[src/design/lai_params.svh]
// constants for the light converter integration timing block
// Function
// - resolution exponent from command bits 1:0
// - internal mode ends after 2^n oscillator cycles
// - command bit 5 selects external timing
// - oscillator half rate in ranges 0 and 1
// - each sync ends integration, starts next
// - difference mode alternates diode one, two
// - external mode counts cycles, 65,536 limit
// - oscillator identical in both timing modes
// - completed count readable as full scale; timer bytes latch the count in external mode only
// - width codes 00..11 give 65536..16 cycles
// - gain range from control bits 3:2
// - latch counter into timer bytes, low first
// - diode select routes one, two, sequence, none
`ifndef LAI_PARAMS_SVH
`define LAI_PARAMS_SVH
`define LAI_CMD_OFS 8'h00
`define LAI_CTL_OFS 8'h04
`define LAI_SYNC_OFS 8'h08
`define LAI_TLO_OFS 8'h18
`define LAI_THI_OFS 8'h1C
`define LAI_STAT_OFS 8'h20
`define LAI_CMD_RST 8'h00
`define LAI_CTL_RST 8'h00
`define LAI_EXT_BIT 5
`define LAI_OSC_DIV 8'd100
`endif

[src/design/lai_pkg.sv]
// types for the light converter integration timing block
package lai_pkg;
  typedef enum logic [1:0] {
    LAI_D1, LAI_D2, LAI_DIFF, LAI_NOP
  } lai_diode_e;
endpackage

[src/design/lai_timing.sv]
// integration timing engine with axi4-lite registers
//
// Decided for this implementation: register access over AXI4-Lite and the placing of the registers.
`timescale 1ns/1ps
`include "lai_params.svh"
module lai_timing import lai_pkg::*; (
  // clock and reset
  input wire logic aclk,
  input wire logic aresetn,
  // axi4-lite slave
  input wire logic [7:0] s_axi_awaddr,
  input wire logic s_axi_awvalid,
  output logic s_axi_awready,
  input wire logic [31:0] s_axi_wdata,
  input wire logic [3:0] s_axi_wstrb,
  input wire logic s_axi_wvalid,
  output logic s_axi_wready,
  output logic [1:0] s_axi_bresp,
  output logic s_axi_bvalid,
  input wire logic s_axi_bready,
  input wire logic [7:0] s_axi_araddr,
  input wire logic s_axi_arvalid,
  output logic s_axi_arready,
  output logic [31:0] s_axi_rdata,
  output logic [1:0] s_axi_rresp,
  output logic s_axi_rvalid,
  input wire logic s_axi_rready,
  // converter front end
  output logic osc_tick,
  output logic integrating,
  output logic diode_sel2,
  output logic conv_done
);
  logic [7:0] cmd_r, ctl_r;
  logic aw_got_r, w_got_r;
  logic [7:0] awaddr_r;
  logic [31:0] wdata_r;
  logic [3:0] wstrb_r;
  logic [7:0] div_r;
  logic half_r;
  logic [16:0] cnt_r;
  logic [15:0] timer_r;
  logic phase_r;
  logic ovf_r;
  logic wr_go, sync_pulse, ext_mode, full_rate, last_cyc, end_int;
  logic cmd_wr;
  logic [16:0] target;
  lai_diode_e dsel;

  assign s_axi_awready = !aw_got_r && !s_axi_bvalid;
  assign s_axi_wready = !w_got_r && !s_axi_bvalid;
  assign wr_go = aw_got_r && w_got_r && !s_axi_bvalid;
  assign s_axi_bresp = 2'h0;
  assign s_axi_arready = !s_axi_rvalid;
  assign s_axi_rresp = 2'h0;

  always_ff @(posedge aclk) begin
    if (!aresetn) begin
      aw_got_r <= 1'b0;
      awaddr_r <= 8'h00;
    end else if (s_axi_awvalid && s_axi_awready) begin
      aw_got_r <= 1'b1;
      awaddr_r <= s_axi_awaddr;
    end else if (wr_go) begin
      aw_got_r <= 1'b0;
    end
  end

  always_ff @(posedge aclk) begin
    if (!aresetn) begin
      w_got_r <= 1'b0;
      wdata_r <= 32'h0000_0000;
      wstrb_r <= 4'h0;
    end else if (s_axi_wvalid && s_axi_wready) begin
      w_got_r <= 1'b1;
      wdata_r <= s_axi_wdata;
      wstrb_r <= s_axi_wstrb;
    end else if (wr_go) begin
      w_got_r <= 1'b0;
    end
  end

  always_ff @(posedge aclk) begin
    if (!aresetn) begin
      s_axi_bvalid <= 1'b0;
    end else if (wr_go) begin
      s_axi_bvalid <= 1'b1;
    end else if (s_axi_bready) begin
      s_axi_bvalid <= 1'b0;
    end
  end

  // register writes; unmapped writes are accepted and dropped
  always_ff @(posedge aclk) begin
    if (!aresetn) begin
      cmd_r <= `LAI_CMD_RST;
      ctl_r <= `LAI_CTL_RST;
    end else if (wr_go && wstrb_r[0]) begin
      if (awaddr_r == `LAI_CMD_OFS) begin
        cmd_r <= wdata_r[7:0];
      end
      if (awaddr_r == `LAI_CTL_OFS) begin
        ctl_r <= wdata_r[7:0];
      end
    end
  end

  // writing one to the sync word is a strobe, nothing is stored
  assign sync_pulse = wr_go && wstrb_r[0] && (awaddr_r == `LAI_SYNC_OFS) && wdata_r[0];
  assign cmd_wr = wr_go && wstrb_r[0] && (awaddr_r == `LAI_CMD_OFS);

  assign ext_mode = cmd_r[`LAI_EXT_BIT];
  assign full_rate = ctl_r[3];
  assign dsel = lai_diode_e'(cmd_r[3:2]);

  // oscillator: divider shared by both timing modes
  always_ff @(posedge aclk) begin
    if (!aresetn) begin
      div_r <= 8'h00;
      half_r <= 1'b0;
    end else if (div_r == `LAI_OSC_DIV - 8'd1) begin
      div_r <= 8'h00;
      half_r <= ~half_r;
    end else begin
      div_r <= div_r + 8'd1;
    end
  end
  // half rate drops every other full-rate tick
  assign osc_tick = (div_r == `LAI_OSC_DIV - 8'd1) && (full_rate || half_r);

  always_comb begin
    case (cmd_r[1:0])
      2'h0: target = 17'h10000;
      2'h1: target = 17'h01000;
      2'h2: target = 17'h00100;
      default: target = 17'h00010;
    endcase
  end

  assign last_cyc = osc_tick && (cnt_r + 17'd1 == target);
  assign end_int = ext_mode ? (sync_pulse && integrating) : last_cyc;

  // in internal mode conversions run back to back
  always_ff @(posedge aclk) begin
    if (!aresetn) begin
      integrating <= 1'b0;
    end else if (dsel == LAI_NOP) begin
      integrating <= 1'b0;
    end else if (cmd_wr) begin
      // new configuration restarts timing, so the next strobe only starts
      integrating <= 1'b0;
    end else if (ext_mode) begin
      if (sync_pulse) begin
        integrating <= 1'b1;
      end
    end else begin
      integrating <= 1'b1;
    end
  end

  always_ff @(posedge aclk) begin
    if (!aresetn) begin
      cnt_r <= 17'h00000;
    end else if (end_int || (ext_mode && sync_pulse) || !integrating) begin
      cnt_r <= 17'h00000;
    end else if (osc_tick) begin
      cnt_r <= {1'b0, cnt_r[15:0] + 16'd1}; // 16-bit wrap
    end
  end

  // set beats clear: a wrap on the ending edge still marks the reading bad
  always_ff @(posedge aclk) begin
    if (!aresetn) begin
      ovf_r <= 1'b0;
    end else if (ext_mode && integrating && osc_tick && (cnt_r == 17'h0FFFF)) begin
      ovf_r <= 1'b1; // host broke the spacing limit
    end else if (end_int || (ext_mode && sync_pulse) || !integrating) begin
      ovf_r <= 1'b0;
    end
  end

  always_ff @(posedge aclk) begin
    if (!aresetn) begin
      timer_r <= 16'h0000;
    end else if (end_int && ext_mode) begin
      timer_r <= cnt_r[15:0];
    end
  end

  // diode alternation in difference sequence
  always_ff @(posedge aclk) begin
    if (!aresetn) begin
      phase_r <= 1'b0;
    end else if ((dsel != LAI_DIFF) || cmd_wr) begin
      phase_r <= 1'b0;
    end else if (end_int) begin
      phase_r <= ~phase_r;
    end
  end
  assign diode_sel2 = (dsel == LAI_D2) || (dsel == LAI_DIFF && phase_r);

  always_ff @(posedge aclk) begin
    if (!aresetn) begin
      conv_done <= 1'b0;
    end else begin
      conv_done <= end_int;
    end
  end

  always_ff @(posedge aclk) begin
    if (!aresetn) begin
      s_axi_rvalid <= 1'b0;
      s_axi_rdata <= 32'h0000_0000;
    end else if (s_axi_arvalid && s_axi_arready) begin
      s_axi_rvalid <= 1'b1;
      case (s_axi_araddr)
        `LAI_CMD_OFS: s_axi_rdata <= {24'h000000, cmd_r};
        `LAI_CTL_OFS: s_axi_rdata <= {24'h000000, ctl_r};
        `LAI_TLO_OFS: s_axi_rdata <= {24'h000000, timer_r[7:0]};
        `LAI_THI_OFS: s_axi_rdata <= {24'h000000, timer_r[15:8]};
        `LAI_STAT_OFS: s_axi_rdata <= {29'h00000000, ovf_r, phase_r, integrating};
        default: s_axi_rdata <= 32'h0000_0000;
      endcase
    end else if (s_axi_rready) begin
      s_axi_rvalid <= 1'b0;
    end
  end
endmodule

[config.mk]
export PLATFORM = sky130hd
export DESIGN_NAME = lai_timing
export DESIGN_NICKNAME = d
export VERILOG_FILES = /design/src/design/lai_pkg.sv /design/src/design/lai_timing.sv
export VERILOG_INCLUDE_DIRS = /design/src /design/src/design
export SDC_FILE = /design/constraint.sdc
export NUM_CORES = 1
export LEC_CHECK = 0
export BUFFER_PORTS_ARGS = -buffer_cell sky130_fd_sc_hd__buf_4
export CAP_MARGIN = 25
export CELL_PAD_IN_SITES_DETAIL_PLACEMENT = 0
export CELL_PAD_IN_SITES_GLOBAL_PLACEMENT = 1
export CORE_ASPECT_RATIO = 0.6
export CORE_MARGIN = 1
export CORE_UTILIZATION = 40
export DETAILED_ROUTE_END_ITERATION = 10
export HOLD_SLACK_MARGIN = 0.02
export PLACE_DENSITY = 0.87
export SLEW_MARGIN = 20
export SYNTH_ARGS = -nofsm -noshare
export SYNTH_HDL_FRONTEND = slang
export SYNTH_SLANG_ARGS = --single-unit
[constraint.sdc]
create_clock -name aclk -period 2.8 [get_ports aclk]
set_input_delay 0.14 -clock aclk [delete_from_list [all_inputs] [get_ports aclk]]
set_output_delay 0.14 -clock aclk [all_outputs]
set_load 0.01 [all_outputs]
==> results.md <==
* CP max-delay cell: nor4_2
* Later-pin clock latency in the skew report at roughly 340 ps
* Hpwl dp at roughly 7900 um
* I/O Buffers at 48
* Drt via density at around 5.2
* Critical path fanouts, max at 17
* Worst-path clk slew at approximately 60 ps
* Placer Congestion at just over 0.9
* CTS Buffer Depth at 2
* Final core occ at 0.481
* Pint at approximately 2200 uW
* Synth Flop Type: dfxtp_1
* Pwr dens at 546 nW/um^2
* CP Launch Type: flip-flop
* Compound-Gate Fraction of Synth Area at 0.148
* Hold_buf cts at 0
* Total Die Area at roughly 12,000 um^2
* DR iter-0 viols at 191
* Crit-path leading delay family: simple AND/OR/NAND/NOR gates
* First-pass GRT wire length at 17,900 um
* Number of synthesized flops with an enable pin at 0
* Initial antenna violation count at 0
* Combinational share of power at 0.065
* Avg Inst Size Synth at approximately 8.5 um^2
* PostCTS Resize Cnt at 0
* RSZ-0062 raised after global routing: false
* Synth unique cells at 56
* XOR/XNOR Fraction of Synth Area at 0.0524
* Peak Freq at 396 MHz
* Overall track demand over capacity in global routing at 0.193
* Fin crit share at 0.902
* # rows at 29
* Global route total overflow at 0
* Largest family of logic cells by synthesized area: simple AND/OR/NAND/NOR gates
* Final setup fails at 0
* Critical path required time at roughly 3100 ps
* Leak at 0.00202 uW
* HP Start: s_axi_arvalid
* Crit path from: cnt_r[1]
* Seq pwr share at 0.472
* Commonest non-fill, non-tap cell in the layout: nand2_1
* CP bufs+invs at 0
* Final ANT Viol Nets at 0
* Seq/Total Area, Yosys at 0.399
* Cell Count, Final, Fillers Out at 712
* Commonest cells after routing, fill and taps aside: nand2_1 (108), dfxtp_1 (90), buf_4 (58), a21boi_0 (34), nor2_1 (29)
* Chip height at 84.3 um
* Critical path depth in cells at 8
* TritonCTS clock tree: built
* Critical path endpoint category: flip-flop
* CTS Sinks at 90
* DRC at 6
* Ant diodes at 0
* Slew headroom at 0.600
* H-tree Lvls at 3
* Status: finished, violations left
* Total Wirelength at ~11,000 um
* Yosys reg bits at 90
* Crit path cell chain: ha_1 > nand3_1 > nor4_2 > nor3b_1 > a211o_1 > nand3_2 > nand4b_4 > o22ai_1
* Crit path time final at 2530 ps
* Placed Instances at 696
* Worst Skew at approximately 4.4 ps
* Via count at roughly 3,700
* Die X at roughly 140 um
* Nets@finish at about 630
* Routed wire per std cell at ~15 um
* I/O pins at about 100
* Worst Path Arrival at 2800 ps
* Switching Fraction at 0.224
* Initial Util at 0.419
* Setup Crit Path Kind: flip-flop to flip-flop
* Root buffer cell: clkbuf_16
* Failing checks: DRC
* Vias in the first global route at roughly 3,600
* Share of layout cells above drive strength 1 at 0.148
* Hold WS at ~42 ps
* Area Growth Syn to Fin at 14.8%
* Syn Inst Count at between 500 and 600
* Total CTS buffers at 9
* HP Class: input port to flip-flop
* Post-CTS setup buffers at 0
* CP peak stage delay at around 440 ps
* Slew Limit Fails at 0
* Synth Area in Adders at 0.00554
* Max Cap Violations at 0
* NetSw at approximately 630 uW
* Largest net degree at the start of global routing at 72
* Drt pass-1 iters at 9
* Worst-Margin Slew at between 500 and 600 ps
* Post-synthesis simple-gate area fraction at 0.265
* Core area at roughly 11,000 um^2
* Clock Power Share at 0.463
* Mux cell area share after synthesis at 0.0443
* Final Hold Fails at 0
* Asr flop ratio synth at 0
* Synthesis Warnings at 0
* Peak supply drop at around 270 uV
* Critical R2R Launch: cnt_r[1]
* Setup TNS at 0 ps
* Mapped cell area at about 4500 um^2
* Worst Hold Depth at 2
* Cells on worst reg2reg path at 8
layout make-up:
type	count	area [um^2]
fill	1046	5590
timing repair buffer	58	435
clock buffer	11	243
sequential	90	1800
clock inverter	5	77.6
tap	139	174
multi-input combinational	403	2430
inverter	6	22.5
metrics by stage:
step / area [um^2] / setup slack (ps) / power (uW)
2_1_floorplan: 4620 / 717 / 1500
3_3_place_gp: 4860 / 411 / 1540
3_5_place_dp: 4860 / 302 / 1550
4_1_cts: 5180 / 275 / 2850
5_1_grt: 5180 / 50.6 / 2910
6_report: 5180 / 275 / 2830
synth_stat cells (3+ instances only):
master,instances,area (um^2)
a211o_1,3,26.3
a211oi_1,3,22.5
a21boi_0,34,255
a21boi_1,8,60.1
a22oi_1,13,97.6
and2_1,7,43.8
and3_1,9,56.3
and4_1,3,26.3
buf_2,9,45.0
buf_4,30,225
clkbuf_1,17,63.8
dfxtp_1,90,1800
inv_1,6,22.5
mux2i_1,20,200
nand2_1,108,405
nand2b_1,5,31.3
nand3_1,17,85.1
nand3b_1,3,22.5
nand4_1,9,56.3
nor2_1,29,109
nor2b_1,15,93.8
nor3_1,7,35.0
nor4_1,3,18.8
o211a_1,4,40.0
o21ai_0,11,55.1
or4_1,4,30.0
xnor2_1,11,96.3
xor2_1,16,140
cells by family after synthesis:
kind of cell	count (synthesis)
buffers and inverters	65
AO/OA/AOI/OAI	89
other	1
AND/OR/NAND/NOR	237
flip-flops	90
XOR/XNOR	27
multiplexers	20
adder cells (fa/ha/maj)	2
registers in the layout, indices dropped and copies added (netlist names):
register,count
s_axi_rdata,8
ovf_r,1
half_r,1
timer_r,16
aw_got_r,1
phase_r,1
awaddr_r,8
ctl_r,8
wdata_r,8
cnt_r,16
div_r,8
integrating,1
conv_done,1
s_axi_rvalid,1
wstrb_r,1
cmd_r,8
s_axi_bvalid,1
w_got_r,1
power groups by stage:
stage / registers [uW] / clock network, uW / logic (uW)
after global placement: 1360 / 0 / 180
after floorplan: 1360 / 0 / 143
final: 1340 / 1310 / 185
after global routing: 1340 / 1370 / 207
after detailed placement: 1360 / 0 / 185
after CTS: 1330 / 1330 / 186
final timing paths:
check,slack [ps],to
worst max register to register,270,ovf_r
worst min register to register,450,timer_r[9]
worst min-delay path,40,s_axi_rvalid
worst max-delay path,270,ovf_r
routing by layer:
layer / wire, um / global-route usage
met5: 0 / 0
met4: 82 / 0.0535
met3: 673 / 0.0542
met2: 4390 / 0.287
met1: 5600 / 0.273
Power figures use the tool's default switching activity.
